## src/include/ahlm_pkg.sv

```systemverilog
/*
 contents: constants, register map and types for the axis home and limit mode block.
 assumes: a single 125 MHz clock (hclk) and an AHB-Lite register bus.
*/
`default_nettype none

package ahlm_pkg;
    // clock and timing
    localparam int          CLK_MHZ        = 125;
    localparam int          FILTER_NS      = 4000;               // limit noise filter span
    localparam int          FILTER_CYC     = FILTER_NS * CLK_MHZ / 1000;

    // register byte offsets (block-local choices)
    localparam logic [7:0]  OFS_ENV1       = 8'h00;              // environment_setting_one
    localparam logic [7:0]  OFS_MODE       = 8'h04;              // operation_mode_code
    localparam logic [7:0]  OFS_TARGET     = 8'h08;              // target_position
    localparam logic [7:0]  OFS_CMD        = 8'h0c;              // start/stop command
    localparam logic [7:0]  OFS_SUBSTS     = 8'h10;              // sub_status_word
    localparam logic [7:0]  OFS_POSN       = 8'h14;              // mechanical_position_counter

    // environment_setting_one fields
    localparam int          ENV_STOP_DECEL = 3;
    localparam int          ENV_LIM_CLR_EN = 10;
    localparam int          ENV_HOME_CLR   = 11;
    localparam int          ENV_FILTER     = 26;
    localparam logic [31:0] ENV1_RESET     = 32'h0000_0000;

    // sub status fields
    localparam int          SST_PLUS_LIM   = 12;
    localparam int          SST_MINUS_LIM  = 13;
    localparam int          SST_BUSY       = 0;

    // operation mode codes
    localparam logic [7:0]  MODE_LEAVE_ORG_P = 8'h12;
    localparam logic [7:0]  MODE_LEAVE_ORG_N = 8'h1a;
    localparam logic [7:0]  MODE_SEARCH_P    = 8'h15;
    localparam logic [7:0]  MODE_SEARCH_N    = 8'h1d;
    localparam logic [7:0]  MODE_TO_LIM_P    = 8'h20;
    localparam logic [7:0]  MODE_TO_LIM_N    = 8'h28;
    localparam logic [7:0]  MODE_OFF_LIM_P   = 8'h22;
    localparam logic [7:0]  MODE_OFF_LIM_N   = 8'h2a;

    // commands
    localparam logic [7:0]  CMD_START_CONST_A = 8'h50;
    localparam logic [7:0]  CMD_START_CONST_B = 8'h51;
    localparam logic [7:0]  CMD_STOP          = 8'h49;

    localparam int          TARGET_MAX   = 134217727;
    localparam int          TARGET_W     = 28;
    localparam int          PULSE_HALF   = 4;                    // cycles per whole pulse period
    localparam int          CLR_CYC      = 16;                   // deviation clear timer load, one cycle more than pulse width

    typedef enum logic [3:0] {
        AHLM_IDLE,
        AHLM_LEAVE_ORG,
        AHLM_TO_LIM,
        AHLM_OFF_LIM,
        AHLM_SRCH_FWD,
        AHLM_SRCH_RET,
        AHLM_SRCH_BACKOUT,
        AHLM_SRCH_OFF_ORG,
        AHLM_SRCH_HOME
    } ahlm_state_t;
endpackage : ahlm_pkg

`default_nettype wire

```

## src/verilog/ahlm_axis.sv

```systemverilog
/*
 contents: one axis of sensor-driven sequencing (leave origin, origin search, limit
 feeds) with an AHB-Lite register slave, limit filter and deviation clear output.
 assumes: synchronous sensor inputs on hclk; pulse rate fixed by PULSE_HALF.
*/
// Local design decisions: the address map and register access over AHB-Lite.
// Overview of operation
// - mode code 12h leaves origin forward, 1Ah leaves origin backward.
// - leave-origin mode pulses while origin sensor active, stops once off it.
// - leave-origin start with origin sensor inactive stops normally, no pulse.
// - origin sensor sampled at each pulse, so at least one pulse before stop.
// - mode code 15h searches origin forward, 1Dh backward.
// - origin search stops normally when origin sensor turns active.
// - origin search starting on origin first retreats, then returns to origin.
// - limit hit during search: reverse return, retreat, then forward return.
// - retreat repeats target_position pulse moves; host loads 1 to 134217727.
// - codes 20h, 28h feed to limit; 22h, 2Ah leave a limit.
// - polarity pin low means active-high limits, high means active-low.
// - stop method bit 3: 0 stops at once, 1 lets a feed-to-limit stop, or an origin search stop with the forward limit active, run briefly on, then stops.
// - sub status bit 12 shows plus limit, bit 13 minus limit.
// - filter bit 26 set ignores limit pulses shorter than about 4 us.
// - feed-to-limit start with limit already active stops, no pulses.
// - feed-to-limit runs until end or soft limit turns active.
// - leave-limit start with both limits inactive stops, no pulses.
// - leave-limit runs until end and soft limits both inactive.
// - limit-based return with bit 10 and immediate stop pulses clear at limit.
// - automatic clear emits clear pulse where origin return stops.
// - bit 11 enables the clear pulse on origin return completion.
`default_nettype none

module ahlm_axis
    import ahlm_pkg::*;
#(
    parameter int FILTER_CYCLES = FILTER_CYC,
    parameter int DECEL_PULSES  = 4
)(
    input  wire logic        hclk,
    input  wire logic        hresetn,
    input  wire logic        hsel,
    input  wire logic [31:0] haddr,
    input  wire logic [1:0]  htrans,
    input  wire logic        hwrite,
    input  wire logic [2:0]  hsize,
    input  wire logic [31:0] hwdata,
    input  wire logic        hready,
    output logic [31:0]      hrdata,
    output logic             hreadyout,
    output logic             hresp,
    input  wire logic        origin_sensor,
    input  wire logic        end_limit_plus,
    input  wire logic        end_limit_minus,
    input  wire logic        limit_polarity,
    input  wire logic        soft_limit_plus,
    input  wire logic        soft_limit_minus,
    output logic             pulse_out,
    output logic             dir_out,
    output logic             deviation_clear_output
);
    import ahlm_pkg::*;

    // refuse widths that the 16-bit filter and 8-bit decel counters cannot hold
    if (FILTER_CYCLES < 1 || FILTER_CYCLES > 65535 || DECEL_PULSES < 1 || DECEL_PULSES > 255)
    begin : g_bad_param
        $error("ahlm_axis: parameter out of range");
    end

    typedef struct packed {
        logic [31:0]         env;
        logic [7:0]          mode;
        logic [TARGET_W-1:0] target;
        logic [31:0]         posn;
        logic                ph_wr;
        logic [7:0]          ph_addr;
        logic [31:0]         rdata;
        ahlm_state_t         st;
        logic                dir;          // 1 = positive
        logic                pulse;
        logic [2:0]          half_cnt;
        logic [TARGET_W-1:0] move_cnt;
        logic [7:0]          decel_cnt;
        logic                decel;
        logic [15:0]         flt_cnt_p;
        logic [15:0]         flt_cnt_m;
        logic                lim_p;
        logic                lim_m;
        logic [4:0]          clr_cnt;
        logic                clr;
        logic                pout;         // registered step output
    } ahlm_regs_t;

    ahlm_regs_t r_q;
    ahlm_regs_t r_d;

    logic raw_p;
    logic raw_m;
    logic fwd_lim;
    logic rev_lim;
    logic pulse_tick;
    logic start_cmd;
    logic stop_cmd;
    logic decel_sel;

    // polarity pin low keeps inputs as-is, high inverts them
    assign raw_p     = end_limit_plus ^ limit_polarity;
    assign raw_m     = end_limit_minus ^ limit_polarity;
    assign decel_sel = r_q.env[ENV_STOP_DECEL];
    assign fwd_lim   = r_q.dir ? (r_q.lim_p | soft_limit_plus) : (r_q.lim_m | soft_limit_minus);
    assign rev_lim   = r_q.dir ? (r_q.lim_m | soft_limit_minus) : (r_q.lim_p | soft_limit_plus);
    assign pulse_tick = (r_q.half_cnt == 3'(PULSE_HALF - 1)) && r_q.pulse;
    assign start_cmd = r_q.ph_wr && r_q.ph_addr == OFS_CMD && r_q.st == AHLM_IDLE
                       && (hwdata[7:0] == CMD_START_CONST_A || hwdata[7:0] == CMD_START_CONST_B);
    assign stop_cmd  = r_q.ph_wr && r_q.ph_addr == OFS_CMD && hwdata[7:0] == CMD_STOP;

    // next-state logic for bus, filter, sequencer and clear output
    always_comb
    begin
        r_d           = r_q;
        // bus address phase capture
        r_d.ph_wr   = hsel && hready && htrans[1] && hwrite;
        if (hsel && hready && htrans[1])
            r_d.ph_addr = haddr[7:0];
        // write data phase
        if (r_q.ph_wr)
        begin
            case (r_q.ph_addr)
                OFS_ENV1:   r_d.env    = hwdata;
                OFS_MODE:   r_d.mode   = hwdata[7:0];
                OFS_TARGET: r_d.target = hwdata[TARGET_W-1:0];
                default:    ;
            endcase
        end
        // read data, registered one cycle after the address phase
        r_d.rdata = 32'h0000_0000;
        if (hsel && hready && htrans[1] && !hwrite)
        begin
            case (haddr[7:0])
                OFS_MODE:   r_d.rdata = {24'h00_0000, r_q.mode};
                OFS_TARGET: r_d.rdata = {4'h0, r_q.target};
                OFS_SUBSTS: r_d.rdata = {16'h0000, 2'b00, r_q.lim_m, r_q.lim_p,
                                         11'h000, r_q.st != AHLM_IDLE};
                OFS_POSN:   r_d.rdata = r_q.posn;
                default:    r_d.rdata = 32'h0000_0000;
            endcase
        end

        // limit noise filter: level must hold FILTER_CYCLES before it is accepted
        if (!r_q.env[ENV_FILTER] || raw_p == r_q.lim_p)
        begin
            r_d.flt_cnt_p = 16'h0000;
            r_d.lim_p     = raw_p;
        end
        else if (r_q.flt_cnt_p == 16'(FILTER_CYCLES - 1))
            r_d.lim_p = raw_p;
        else
            r_d.flt_cnt_p = r_q.flt_cnt_p + 16'h0001;
        if (!r_q.env[ENV_FILTER] || raw_m == r_q.lim_m)
        begin
            r_d.flt_cnt_m = 16'h0000;
            r_d.lim_m     = raw_m;
        end
        else if (r_q.flt_cnt_m == 16'(FILTER_CYCLES - 1))
            r_d.lim_m = raw_m;
        else
            r_d.flt_cnt_m = r_q.flt_cnt_m + 16'h0001;

        // pulse generator: runs while pulse is set
        if (r_q.pulse)
        begin
            r_d.half_cnt = r_q.half_cnt + 3'h1;
            if (pulse_tick)
            begin
                r_d.half_cnt = 3'h0;
            end
        end

        // deviation clear pulse width timer
        if (r_q.clr_cnt != 5'h00)
            r_d.clr_cnt = r_q.clr_cnt - 5'h01;
        r_d.clr = r_d.clr_cnt != 5'h00;

        // sequencer
        case (r_q.st)
            AHLM_IDLE:
            begin
                r_d.pulse = 1'b0;
                r_d.decel = 1'b0;
                if (start_cmd)
                begin
                    r_d.half_cnt = 3'h0;
                    r_d.pulse    = 1'b1;
                    case (r_q.mode)
                        MODE_LEAVE_ORG_P, MODE_LEAVE_ORG_N:
                        begin
                            r_d.dir = r_q.mode == MODE_LEAVE_ORG_P;
                            r_d.st  = AHLM_LEAVE_ORG;
                            if (!origin_sensor)
                            begin
                                r_d.pulse     = 1'b0;
                                r_d.st        = AHLM_IDLE;
                            end
                        end
                        MODE_TO_LIM_P, MODE_TO_LIM_N:
                        begin
                            r_d.dir = r_q.mode == MODE_TO_LIM_P;
                            r_d.st  = AHLM_TO_LIM;
                            if (r_q.mode == MODE_TO_LIM_P ? (r_q.lim_p | soft_limit_plus)
                                                          : (r_q.lim_m | soft_limit_minus))
                            begin
                                r_d.pulse = 1'b0;
                                r_d.st    = AHLM_IDLE;
                            end
                        end
                        MODE_OFF_LIM_P, MODE_OFF_LIM_N:
                        begin
                            r_d.dir = r_q.mode == MODE_OFF_LIM_P;
                            r_d.st  = AHLM_OFF_LIM;
                            if (!(r_q.mode == MODE_OFF_LIM_P ? (r_q.lim_m | soft_limit_minus)
                                                             : (r_q.lim_p | soft_limit_plus)))
                            begin
                                r_d.pulse = 1'b0;
                                r_d.st    = AHLM_IDLE;
                            end
                        end
                        MODE_SEARCH_P, MODE_SEARCH_N:
                        begin
                            r_d.dir      = r_q.mode == MODE_SEARCH_P;
                            r_d.move_cnt = r_q.target;
                            r_d.st       = origin_sensor ? AHLM_SRCH_OFF_ORG
                                                         : AHLM_SRCH_FWD;
                        end
                        default:
                        begin
                            r_d.pulse = 1'b0;
                            r_d.st    = AHLM_IDLE;
                        end
                    endcase
                end
            end
            // sample origin at each pulse end, one pulse minimum
            AHLM_LEAVE_ORG:
                if (pulse_tick && !origin_sensor)
                    r_d.st = AHLM_IDLE;
            AHLM_TO_LIM:
                if (fwd_lim)
                    r_d.st = AHLM_IDLE;
            AHLM_OFF_LIM:
                if (pulse_tick && !rev_lim)
                    r_d.st = AHLM_IDLE;
            AHLM_SRCH_FWD:
                if (origin_sensor)
                begin
                    r_d.st  = AHLM_IDLE;
                    r_d.clr_cnt = r_q.env[ENV_HOME_CLR] ? 5'(CLR_CYC) : 5'h00;
                end
                else if (fwd_lim)
                begin
                    r_d.dir = !r_q.dir;
                    r_d.st  = AHLM_SRCH_RET;
                    if (r_q.env[ENV_LIM_CLR_EN] && !decel_sel)
                        r_d.clr_cnt = 5'(CLR_CYC);
                end
            // reverse origin return, type 0000: run until origin seen
            AHLM_SRCH_RET:
                if (origin_sensor)
                begin
                    r_d.move_cnt = r_q.target;
                    r_d.st       = AHLM_SRCH_BACKOUT;
                end
            // positioning retreat in the reversed direction
            AHLM_SRCH_BACKOUT:
                if (pulse_tick)
                begin
                    if (r_q.move_cnt > TARGET_W'(1))
                        r_d.move_cnt = r_q.move_cnt - TARGET_W'(1);
                    else if (origin_sensor)
                        r_d.move_cnt = r_q.target;
                    else
                    begin
                        r_d.dir = !r_q.dir;
                        r_d.st  = AHLM_SRCH_HOME;
                    end
                end
            // retreat backward off origin at start, then return forward
            AHLM_SRCH_OFF_ORG:
            begin
                r_d.dir = r_q.mode != MODE_SEARCH_P;
                if (pulse_tick)
                begin
                    if (r_q.move_cnt > TARGET_W'(1))
                        r_d.move_cnt = r_q.move_cnt - TARGET_W'(1);
                    else if (origin_sensor)
                        r_d.move_cnt = r_q.target;
                    else
                    begin
                        r_d.dir = r_q.mode == MODE_SEARCH_P;
                        r_d.st  = AHLM_SRCH_HOME;
                    end
                end
            end
            AHLM_SRCH_HOME:
                if (origin_sensor)
                begin
                    r_d.st      = AHLM_IDLE;
                    r_d.clr_cnt = r_q.env[ENV_HOME_CLR] ? 5'(CLR_CYC) : 5'h00;
                end
            default:
                r_d.st = AHLM_IDLE;
        endcase

        // deceleration stop keeps pulse on two cycles longer (idle clears decel), immediate stop halts at once
        if (r_q.st != AHLM_IDLE && r_d.st == AHLM_IDLE && r_q.st != AHLM_LEAVE_ORG
            && r_q.st != AHLM_OFF_LIM && decel_sel && fwd_lim)
        begin
            r_d.decel     = 1'b1;
            r_d.decel_cnt = 8'(DECEL_PULSES);
        end
        if (r_d.st == AHLM_IDLE && !r_d.decel)
            r_d.pulse = 1'b0;
        if (r_q.decel)
        begin
            r_d.pulse = 1'b1;
            if (pulse_tick)
            begin
                r_d.decel_cnt = r_q.decel_cnt - 8'h01;
                if (r_q.decel_cnt == 8'h01)
                begin
                    r_d.decel = 1'b0;
                    r_d.pulse = 1'b0;
                end
            end
        end
        if (stop_cmd)
        begin
            r_d.st    = AHLM_IDLE;
            r_d.pulse = 1'b0;
            r_d.decel = 1'b0;
        end
        // step output from a flop; position counts every rising step, even a cut one
        r_d.pout = r_d.pulse && !r_d.half_cnt[2] && r_d.half_cnt != 3'h0;
        if (r_d.pout && !r_q.pout)
            r_d.posn = r_d.dir ? r_q.posn + 32'h1 : r_q.posn - 32'h1;
    end

    // state register
    always_ff @(posedge hclk or negedge hresetn)
    begin
        if (!hresetn)
        begin
            r_q     <= '0;
            r_q.env <= ENV1_RESET;
            r_q.st  <= AHLM_IDLE;
        end
        else
            r_q <= r_d;
    end

    assign hrdata                 = r_q.rdata;
    assign hreadyout              = 1'b1;
    assign hresp                  = 1'b0;
    assign pulse_out              = r_q.pout;
    assign dir_out                = r_q.dir;
    assign deviation_clear_output = r_q.clr;

    // leave-origin start with sensor off never leaves idle
    property p_leave_org_none;
        @(posedge hclk) disable iff (!hresetn)
        (start_cmd && !origin_sensor && (r_q.mode == MODE_LEAVE_ORG_P
            || r_q.mode == MODE_LEAVE_ORG_N)) |=> (r_q.st == AHLM_IDLE && !r_q.pulse);
    endproperty
    a_leave_org_none: assert property (p_leave_org_none) else $error("leave origin pulsed");

    property p_to_lim_none;
        @(posedge hclk) disable iff (!hresetn)
        (start_cmd && r_q.mode == MODE_TO_LIM_P && (r_q.lim_p | soft_limit_plus))
            |=> r_q.st == AHLM_IDLE;
    endproperty
    a_to_lim_none: assert property (p_to_lim_none) else $error("feed at limit started");

    property p_to_lim_stop;
        @(posedge hclk) disable iff (!hresetn)
        (r_q.st == AHLM_TO_LIM && fwd_lim && !stop_cmd) |=> r_q.st == AHLM_IDLE;
    endproperty
    a_to_lim_stop: assert property (p_to_lim_stop) else $error("feed passed limit");

    property p_off_lim_none;
        @(posedge hclk) disable iff (!hresetn)
        (start_cmd && r_q.mode == MODE_OFF_LIM_N && !(r_q.lim_p | soft_limit_plus))
            |=> !r_q.pulse;
    endproperty
    a_off_lim_none: assert property (p_off_lim_none) else $error("leave limit pulsed");

    property p_plus_status;
        @(posedge hclk) disable iff (!hresetn)
        (!r_q.env[ENV_FILTER] && !$past(r_q.env[ENV_FILTER])) |-> r_q.lim_p == $past(raw_p);
    endproperty
    a_plus_status: assert property (p_plus_status) else $error("plus limit status wrong");

    property p_search_home;
        @(posedge hclk) disable iff (!hresetn)
        (r_q.st == AHLM_SRCH_FWD && origin_sensor && r_q.env[ENV_HOME_CLR] && !stop_cmd)
            |=> ##1 deviation_clear_output [*8];
    endproperty
    a_search_home: assert property (p_search_home) else $error("no clear at home");

    property p_no_clr;
        @(posedge hclk) disable iff (!hresetn)
        (r_q.st == AHLM_SRCH_HOME && origin_sensor && !r_q.env[ENV_HOME_CLR]
            && r_q.clr_cnt == 5'h00) |=> ##1 !deviation_clear_output;
    endproperty
    a_no_clr: assert property (p_no_clr) else $error("clear without enable");

    property p_filter_short;
        @(posedge hclk) disable iff (!hresetn)
        (r_q.env[ENV_FILTER] && $rose(raw_p) && !r_q.lim_p) ##1 !raw_p |-> !r_q.lim_p;
    endproperty
    a_filter_short: assert property (p_filter_short) else $error("short glitch passed");
endmodule : ahlm_axis

`default_nettype wire

```

## config.mk

```make
export PLATFORM = sky130hd
export DESIGN_NAME = ahlm_axis
export DESIGN_NICKNAME = d
export VERILOG_FILES = /design/src/include/ahlm_pkg.sv /design/src/verilog/ahlm_axis.sv
export SDC_FILE = /design/constraint.sdc
export NUM_CORES = 1
export LEC_CHECK = 0
export BUFFER_PORTS_ARGS = -buffer_cell sky130_fd_sc_hd__buf_2
export CORE_ASPECT_RATIO = 0.7
export CORE_UTILIZATION = 50
export CTS_CLUSTER_DIAMETER = 150
export DETAILED_ROUTE_END_ITERATION = 8
export PLACE_DENSITY = 0.67
export REMOVE_ABC_BUFFERS = 1
export SYNTH_ARGS = -nofsm -noshare
export SYNTH_HDL_FRONTEND = slang
export SYNTH_SLANG_ARGS = --single-unit
```

## constraint.sdc

```tcl
create_clock -name hclk -period 6.5 [get_ports hclk]
set_clock_uncertainty 0.2 [all_clocks]
set_input_delay 0.325 -clock hclk [delete_from_list [all_inputs] [get_ports hclk]]
set_output_delay 0.325 -clock hclk [all_outputs]
set_load 0.005 [all_outputs]
```

### After elaboration in Yosys (flattened, before gate mapping)

Index checks and enable logic that the tools add are counted.

| cells by class | value |
|---|---|
| $add $sub $neg | 8 |
| magnitude comparators | 1 |
| equality and inequality tests | 40 |
| mux-type cells | 69 |
| bitwise operators | 4 |
| reduce and logical (&&, ||, !) cells | 52 |

Operator list:

| cell | number |
|---|---|
| 32-bit one-hot mux with 4 select lines | 1 |
| 28-bit two-way mux | 4 |
| 28-bit one-hot mux with 3 select lines | 1 |
| 5-bit two-way mux | 13 |
| 16-bit two-way mux | 4 |
| 32-bit two-way mux | 2 |
| 8-bit by 5-bit == test with 1-bit output, second input constant | 6 |
| 37-bit two-way mux | 1 |
| 4-bit one-hot mux with 9 select lines | 1 |
| 16-bit by 1-bit adder with 16-bit output, second input constant | 2 |
| 32-bit by 1-bit adder with 32-bit output, second input constant | 1 |
| 16-bit by 9-bit == test with 1-bit output, second input constant | 2 |
| 8-bit by 6-bit == test with 1-bit output, second input constant | 4 |
| 4-bit two-way mux | 8 |
| 32-bit by 1-bit subtractor with 32-bit output, second input constant | 1 |
| 28-bit by 1-bit greater-than comparator with 1-bit output, second input constant | 1 |
| 28-bit by 1-bit subtractor with 28-bit output, second input constant | 1 |
| 9-bit two-way mux | 3 |
| 8-bit by 4-bit == test with 1-bit output, second input constant | 3 |
| 8-bit by 7-bit == test with 1-bit output, second input constant | 3 |
| 1-bit logical AND | 21 |
| 1-bit two-way mux | 21 |
| 4-bit by 3-bit == test with 1-bit output, second input constant | 4 |
| 8-bit by 3-bit == test with 1-bit output, second input constant | 2 |
| 32 further kinds | 64 |

| word-level totals | value |
|---|---|
| flip-flop bits (word level) | 223 |
| bits of input ports | 80 |
| output and inout port bits | 37 |
| word-level logic and storage cells | 195 |

### Depth between registers and ports, before layout

Gate-level depths: netlist of the first run.

| logic depth | value |
|---|---|
| word-level depth | 21 |
| mapped depth | 21 |
| depth with buffers taken out | 19 |

### Least setup slack after synthesis of the first run

Ideal clock, no wire load.

| timing | value |
|---|---|
| path type | flip-flop to flip-flop |
| from | reg r_q[50] (netlist name) |
| to | reg r_q[155] (netlist name) |
| setup time | 0.066 ns |
| arrival | 5.133 ns |
| setup slack | 1.101 ns |
| stages on the path, launching flop included | 20 |
| clock period less this slack | 5.399 ns |
| cell sequence | dfrtp_1 > inv_1 > ha_1 > o21ba_2 > and4_1 > a311o_1 > nor3b_1 > o31a_1 > nand4b_1 > inv_1 > ha_1 > and2_1 > o211a_1 > a2111oi_0 > a21oi_1 > a21oi_2 > o21ai_0 > a21o_1 > a2111oi_0 > a221o_1 |

RTL lines:

| item | line | source |
|---|---|---|
| start, declared | ahlm_axis.sv:91 | `ahlm_regs_t r_q;` |
| start signal, assigned | ahlm_axis.sv:354 | `r_q <= r_d;` |

==> impl_metrics.py, run 1 <==
metrics = {
    "worst_hold_path": {
        "hp-class": "input pin to register",
        "min_from": "end_limit_minus",
    },
    "pwr": {
        "switching_share": 0.402,
        "combPwrFrac": 0.506,
        "p_sw_uw": 2130,
        "p_int_uw": 3180,
        "leakagePower_uw": 0.00602,
        "peakVddDrop_mv": 0.282,
        "seqPwrFrac": 0.283,
        "clockPowerShare": 0.211,
        "powerDensity_nw_per_um2": 407,
    },
    "setup_path": {
        "worstPathMaxFanout": 6,
        "start_kind": "register",
        "worstPathRequired_ns": 6.63,
        "cpMostUsedCell": "o21ai_0",
        "cp.arrival_ns": 6.10,
        "critPathKind": "register to register",
        "cp-startpoint": "r_q[120]",
        "cp_slowest_cell": "o311ai_0",
        "r2r_start": "r_q[120]",
        "endpoint_kind": "register",
        "path_cells": "or4_1 > nor4b_1 > nand3_1 > nor4_1 > o31a_1 > nand4b_1 > inv_1 > buf_4 > ha_1 > o211ai_1 > o21ai_0 > o21ai_0 > a21oi_1 > a21oi_2 > o311ai_0 > a211o_1 > nand2_1 > xor2_1",
        "crit_path_max_incr_delay_ns": 0.63,
    },
    "synthesis": {
        "synth.ff_latch_count": 200,
        "syn_area_sq_um": 11600,
        "async_flop_share": 1.00,
        "synth_top_area_cell": "dfrtp_1",
        "synthFlopType": "dfrtp_1",
        "seq_area_frac_synth": 0.433,
        "synth_top_area_frac": 0.433,
        "synth.area.top_cells": "dfrtp_1 (43%), mux2_2 (5.1%), nor2_1 (4.4%), o21ai_0 (4.4%), ha_1 (4.1%)",
        "synth_mux_area_frac": 0.0541,
        "synth-compound-area-share": 0.179,
        "yosysWarnings": 0,
        "synth_edf_count": 0,
        "synth.avg_cell_area_sq_um": 9.24,
        "synthSimpleGateAreaFrac": 0.193,
        "netlist_instances": 1251,
        "ys_types": 76,
        "synth_top_family_by_area": "simple AND/OR/NAND/NOR gates",
        "synth.most_common_cell": "dfrtp_1",
        "synth_xor_area_frac": 0.0470,
        "synthAdderAreaFrac": 0.0429,
        "synthTopCellsByCount": "dfrtp_1 (200), nor2_1 (137), nand2_1 (124)",
    },
    "grt": {
        "grt_pass1_vias": 9007,
        "grt_pass1_wl_mm": 48.4,
        "grt_max_degree": 130,
        "antenna_found_initial": 0,
        "grt.total_usage": 0.261,
        "overflow": 0,
    },
    "cts": {
        "cts_max_path_buffers": 2,
        "cts_sinks": 200,
        "cts-buffers-inserted": 17,
        "clock_latency_ns": 0.45,
        "cts_tree": "built",
        "htree_levels": 4,
        "path_clk_slew_ns": 0.08,
        "cts_setup_buffers": 0,
        "cts_root_buf": "clkbuf_16",
    },
    "floorplan": {
        "design.die.area_sq_um": 23700,
        "fp.dieH_microns": 129,
        "die_width_microns": 184,
        "row_count": 46,
        "io_pins": 117,
        "start_util": 0.510,
        "core-area_sq_um": 22700,
    },
    "detailed_routing": {
        "route.vias.total": 9670,
        "drt-initial-drc-count": 992,
        "drc": 0,
        "ant_nets": 0,
        "wl_per_cell_microns": 18.0,
        "wirelength_mm": 29.7,
        "firstDrtPassIters": 6,
        "via_per_inst": 5.87,
    },
    "finish": {
        "drive_gt1_frac": 0.154,
        "area_growth_pct": 12.8,
        "multi_input_area_sq_um": 5990,
        "fin_nets": 1442,
        "diodes": 0,
        "regArea_sq_um": 5000,
        "fillCellCount": 2069,
    },
    "sta": {
        "slew_viol_final": 0,
        "hold_viol": 0,
        "setup_viol": 0,
        "rsz0062_at_grt": "false",
        "max_freq_ghz": 0.168,
        "period_needed_ns": 5.97,
        "min_period_over_period": 0.918,
        "setup_slack_ns": 0.530,
        "relSlewSlack": 0.319,
        "setup_tns_ns": 0,
        "worstMarginPinSlew_ns": 1.02,
    },
    "placed_design": {
        "io_buffers": 82,
        "dp_slack_ns": 0.797,
        "gp_congestion": 0.869,
        "dpl.hpwl_mm": 20.5,
    },
    "flow_run": {
        "drv_cap": 0,
    },
    "status": {
        "status": "completed",
    },
}
[state kept, by name, indices dropped and copies added (netlist names)]
register                cells
decel_sel                   1
pulse_out                   1
hrdata                     32
dir_out                     1
r_q                       164
deviation_clear_output      1
[power by group through the flow]
stage / logic [uW] / registers (uW) / clock network [uW]
floorplan: 1940 / 1480 / 0
global placement: 2540 / 1520 / 0
detailed placement: 2570 / 1520 / 0
CTS: 2630 / 1500 / 1140
global route: 2960 / 1520 / 1190
finish: 2690 / 1500 / 1120
[cells by family (layout without fill, tap and decap cells)]
| family | Yosys count | after routing |
|---|---|---|
| flops | 200 | 200 |
| buf+inv | 114 | 199 |
| simple gates | 456 | 456 |
| xor+xnor | 62 | 62 |
| compound gates | 322 | 322 |
| other cells | 2 | 2 |
| fa+ha+maj | 39 | 39 |
| mux | 56 | 56 |
[worst paths after layout]
path,to,slack [ns],depth (start not counted)
max,r_q[159],0.53,18
min,r_q[7],0.12,3
max reg2reg,r_q[159],0.53,18
min reg2reg,r_q[159],0.26,1
max in group asynchronous,r_q[75],4.12,3
min in group asynchronous,r_q[30],0.42,2
[per-stage QoR]
stage          cell area [sq um]  instances  total power, uW  hold WS (ns)   util
6_report                   13000       1648             5310         0.123  0.575
5_1_grt                    13000       1648             5660         0.135  0.575
4_1_cts                    13000       1648             5270         0.112  0.575
3_5_place_dp               12100       1578             4090         0.257  0.532
3_3_place_gp               12100       1578             4060         0.251  0.532
2_1_floorplan              11100       1164             3410        -0.171      -
[cell type report]
type | instances | share of cell area
Sequential cell | 200 | 0.384
Clock inverter | 15 | 0.0137
Inverter | 27 | 0.00777
Multi-Input combinational cell | 937 | 0.459
Clock buffer | 17 | 0.0326
Tap cell | 312 | 0.0299
Timing Repair Buffer | 140 | 0.0728
[timing repair]
action / 4_1_cts / 5_1_grt
endpoints found under the hold margin: 177 / 0
endpoints found under the setup margin: 0 / 0
hold buffers: 38 / 0
resized for setup: 0 / 0
[cell usage in the layout (no fill, tap or decap), drive strengths merged, types with 7 or more instances in the layout]
| cell | n |
|---|---|
| a21o | 23 |
| a22oi | 28 |
| nand3 | 32 |
| nand2b | 9 |
| o31ai | 7 |
| or3 | 8 |
| or4 | 10 |
| o21a | 7 |
| xnor2 | 29 |
| a21oi | 76 |
| buf | 101 |
| dfrtp | 200 |
| nand4 | 9 |
| and3 | 16 |
| inv | 35 |
| nor3b | 9 |
| xor2 | 33 |
| nand2 | 124 |
| and2 | 8 |
| mux2 | 52 |
| nor3 | 38 |
| nor4 | 18 |
| o21ai | 101 |
| ha | 38 |
| clkbuf | 18 |
| dlygate4sd3 | 38 |
| a222oi | 9 |
| a211oi | 13 |
| nor2 | 138 |
| nor2b | 12 |
[worst max-delay path, delay by kind of cell, from the launching register on]
family                     cells  cell delay [ns]
AOI/OAI and AO/OA              8             2.45
and+or+nand+nor                6             1.93
buffers and inverters          2             0.40
DFF                            1             0.38
adders and majority gates      1             0.33
xor gates and xnor gates       1             0.15
[metal layers]
layer | part of all wire | GRT usage | wire length [microns] | vias up
met5 | 0 | 0 | 0 | -
met4 | 0.010 | 0.0598 | 303 | 0
met3 | 0.064 | 0.0424 | 1900 | 22
met2 | 0.42 | 0.372 | 12500 | 326
met1 | 0.50 | 0.411 | 14900 | 4690
li1 | - | - | - | 4632
Note: power is estimated with default switching activity, not from simulation.
==> run 2: changes to the inputs <==
--- a/config.mk
+++ b/config.mk
@@ -7,10 +7,10 @@
 export LEC_CHECK = 0
 export BUFFER_PORTS_ARGS = -buffer_cell sky130_fd_sc_hd__buf_2
 export CORE_ASPECT_RATIO = 0.7
-export CORE_UTILIZATION = 50
+export CORE_UTILIZATION = 60
 export CTS_CLUSTER_DIAMETER = 150
 export DETAILED_ROUTE_END_ITERATION = 8
-export PLACE_DENSITY = 0.67
+export PLACE_DENSITY = 0.79
 export REMOVE_ABC_BUFFERS = 1
 export SYNTH_ARGS = -nofsm -noshare
 export SYNTH_HDL_FRONTEND = slang
==> run 2 against run 1 <==
- critical path depth unchanged
- total power down 1.3%
- sequential share of layout area is 0.50 points higher
- maximum frequency decreased by 3.6%
- worst hold slack got worse by 0.086 ns
- sequential power about the same
- sequential cell count did not move
- register-to-register slack got worse by 0.23 ns
- first-iteration DRC count is 15% higher
- utilization up 11 points
- critical path type unchanged
- critical endpoint unchanged
==> impl_metrics.py, run 2 (synthesis gave the netlist of run 1 again) <==
metrics = {
    "detailed_routing": {
        "wl_met1_mm": 13.8,
        "route.vias.total": 10000,
        "via_per_inst": 6.37,
        "wl_per_cell_microns": 18.9,
        "wirelength_mm": 29.6,
        "drt-initial-drc-count": 1138,
        "highest_layer": "met4",
        "firstDrtPassIters": 9,
        "wl_met2_mm": 12.9,
        "ant_nets": 0,
        "dr_wl_met3_mm": 2.48,
        "drc": 0,
    },
    "sta": {
        "setup_viol": 0,
        "min_period_over_period": 0.953,
        "max_freq_ghz": 0.161,
        "rsz0062_at_grt": "false",
        "worstMarginPinSlew_ns": 0.930,
        "holdWs_ns": 0.0373,
        "period_needed_ns": 6.20,
        "slew_viol_final": 0,
        "setup_tns_ns": 0,
        "hold_viol": 0,
        "relSlewSlack": 0.380,
        "setup_slack_ns": 0.305,
    },
    "finish": {
        "layout.cells.most_common": "dfrtp_1",
        "fin_nets": 1435,
        "diodes": 0,
        "regArea_sq_um": 5000,
        "final_cell_mix": "dfrtp_1 (200), nor2_1 (135), nand2_1 (124)",
        "top_register": "r_q",
        "area_growth_pct": 11.4,
        "finalNonFillerCells": 1571,
        "drive_gt1_frac": 0.148,
        "fin_util": 0.683,
        "multi_input_area_sq_um": 5990,
        "largest_reg_flops": 164,
        "fillCellCount": 1432,
    },
    "floorplan": {
        "design.die.area_sq_um": 19800,
        "die_width_microns": 168,
        "io_pins": 117,
        "start_util": 0.613,
        "row_count": 42,
        "core-area_sq_um": 18900,
        "fp.dieH_microns": 118,
    },
    "cts": {
        "cts_setup_buffers": 0,
        "hold_buffers": 37,
        "cts_root_buf": "clkbuf_16",
        "clock_latency_ns": 0.44,
        "cts_resized": 0,
        "cts_tree": "built",
        "cts-buffers-inserted": 17,
        "path_clk_slew_ns": 0.07,
        "cts_sinks": 200,
        "htree_levels": 4,
        "cts_max_path_buffers": 2,
    },
    "setup_path": {
        "cp.arrival_ns": 6.36,
        "crit_path_max_incr_delay_ns": 0.74,
        "worstPathRequired_ns": 6.67,
        "critPathKind": "register to register",
        "path_cells": "nor4b_1 > nand2_1 > a311o_1 > nor3b_1 > o31a_1 > nand4b_1 > inv_1 > buf_4 > ha_1 > o21ai_0 > a211oi_1 > o21ai_0 > a21oi_1 > a21oi_2 > o311ai_0 > nand4b_1 > nand2_1 > xor2_1",
        "rr_endpoint": "r_q[159]",
        "worstPathMaxFanout": 18,
        "endpoint_kind": "register",
        "cp_slowest_cell": "o311ai_0",
        "r2r_start": "r_q[194]",
        "crit_family": "compound AO/OA/AOI/OAI gates",
        "r2r_setup_slack_ns": 0.30,
        "start_kind": "register",
        "critPathBufInv": 2,
        "reg2reg_depth": 18,
    },
    "grt": {
        "grt_pass1_wl_mm": 48.2,
        "overflow": 0,
        "grt_max_degree": 92,
        "antenna_found_initial": 0,
        "grt_pass1_vias": 9209,
        "grt.total_usage": 0.307,
    },
    "pwr": {
        "peakVddDrop_mv": 0.370,
        "leakagePower_uw": 0.00597,
        "powerDensity_nw_per_um2": 407,
    },
    "placed_design": {
        "gp_congestion": 0.887,
        "dp_cells": 1502,
        "dpl.hpwl_mm": 20.4,
        "dp_slack_ns": 0.633,
        "io_buffers": 82,
    },
    "worst_hold_path": {
        "min_from": "hwdata[4]",
        "min_to": "r_q[164]",
        "whs_path_depth": 2,
        "hp-class": "input pin to register",
    },
    "flow_run": {
        "drv_cap": 0,
    },
    "status": {
        "status": "completed",
    },
}
[run 2: cell types whose count changed in the layout (fill, tap and decap cells not counted), sizes merged]
cell and delta:
buf -6, inv -6, clkbuf +5, clkinv +2, bufinv -1, dlygate4sd3 -1
[run 2: final cells by class]
type / instances / area share
inverters: 27 / 0.00787
well taps: 242 / 0.0235
repair buffers: 133 / 0.0695
flip-flops and latches: 200 / 0.389
clock buffers: 22 / 0.0360
clock inverters: 10 / 0.00904
multi-input cells: 937 / 0.465
[run 2: per-layer routing]
metal | GRT usage | up-vias
li1 | - | 4619
met1 | 0.474 | 4829
met2 | 0.443 | 496
met3 | 0.0482 | 58
met4 | 0.0935 | 0
met5 | 0 | -
[run 2: power breakdown]
group	switching (uW)	internal (uW)	total, uW	leakage, uW
sequential	139	1370	1510	0.00268
combinational	1520	1160	2690	0.00302
clock	490	559	1050	0.000276
[run 2: stage by stage]
step	power (uW)	cell area, sq um
finish	5240	12900
global route	5540	12900
CTS	5170	12900
detailed placement	4050	11900
global placement	3950	11900
floorplan	3410	11100
[run 2: worst max-delay path by stage]
stage,depth (start not counted),to,slack [ns],startpoint
floorplan,19,r_q[158],1.09,r_q[50]
global placement,18,r_q[155],0.68,r_q[193]
detailed placement,18,r_q[155],0.63,r_q[193]
CTS,18,r_q[155],0.52,r_q[193]
global route,18,r_q[155],0.03,r_q[193]
finish,18,r_q[159],0.30,r_q[194]
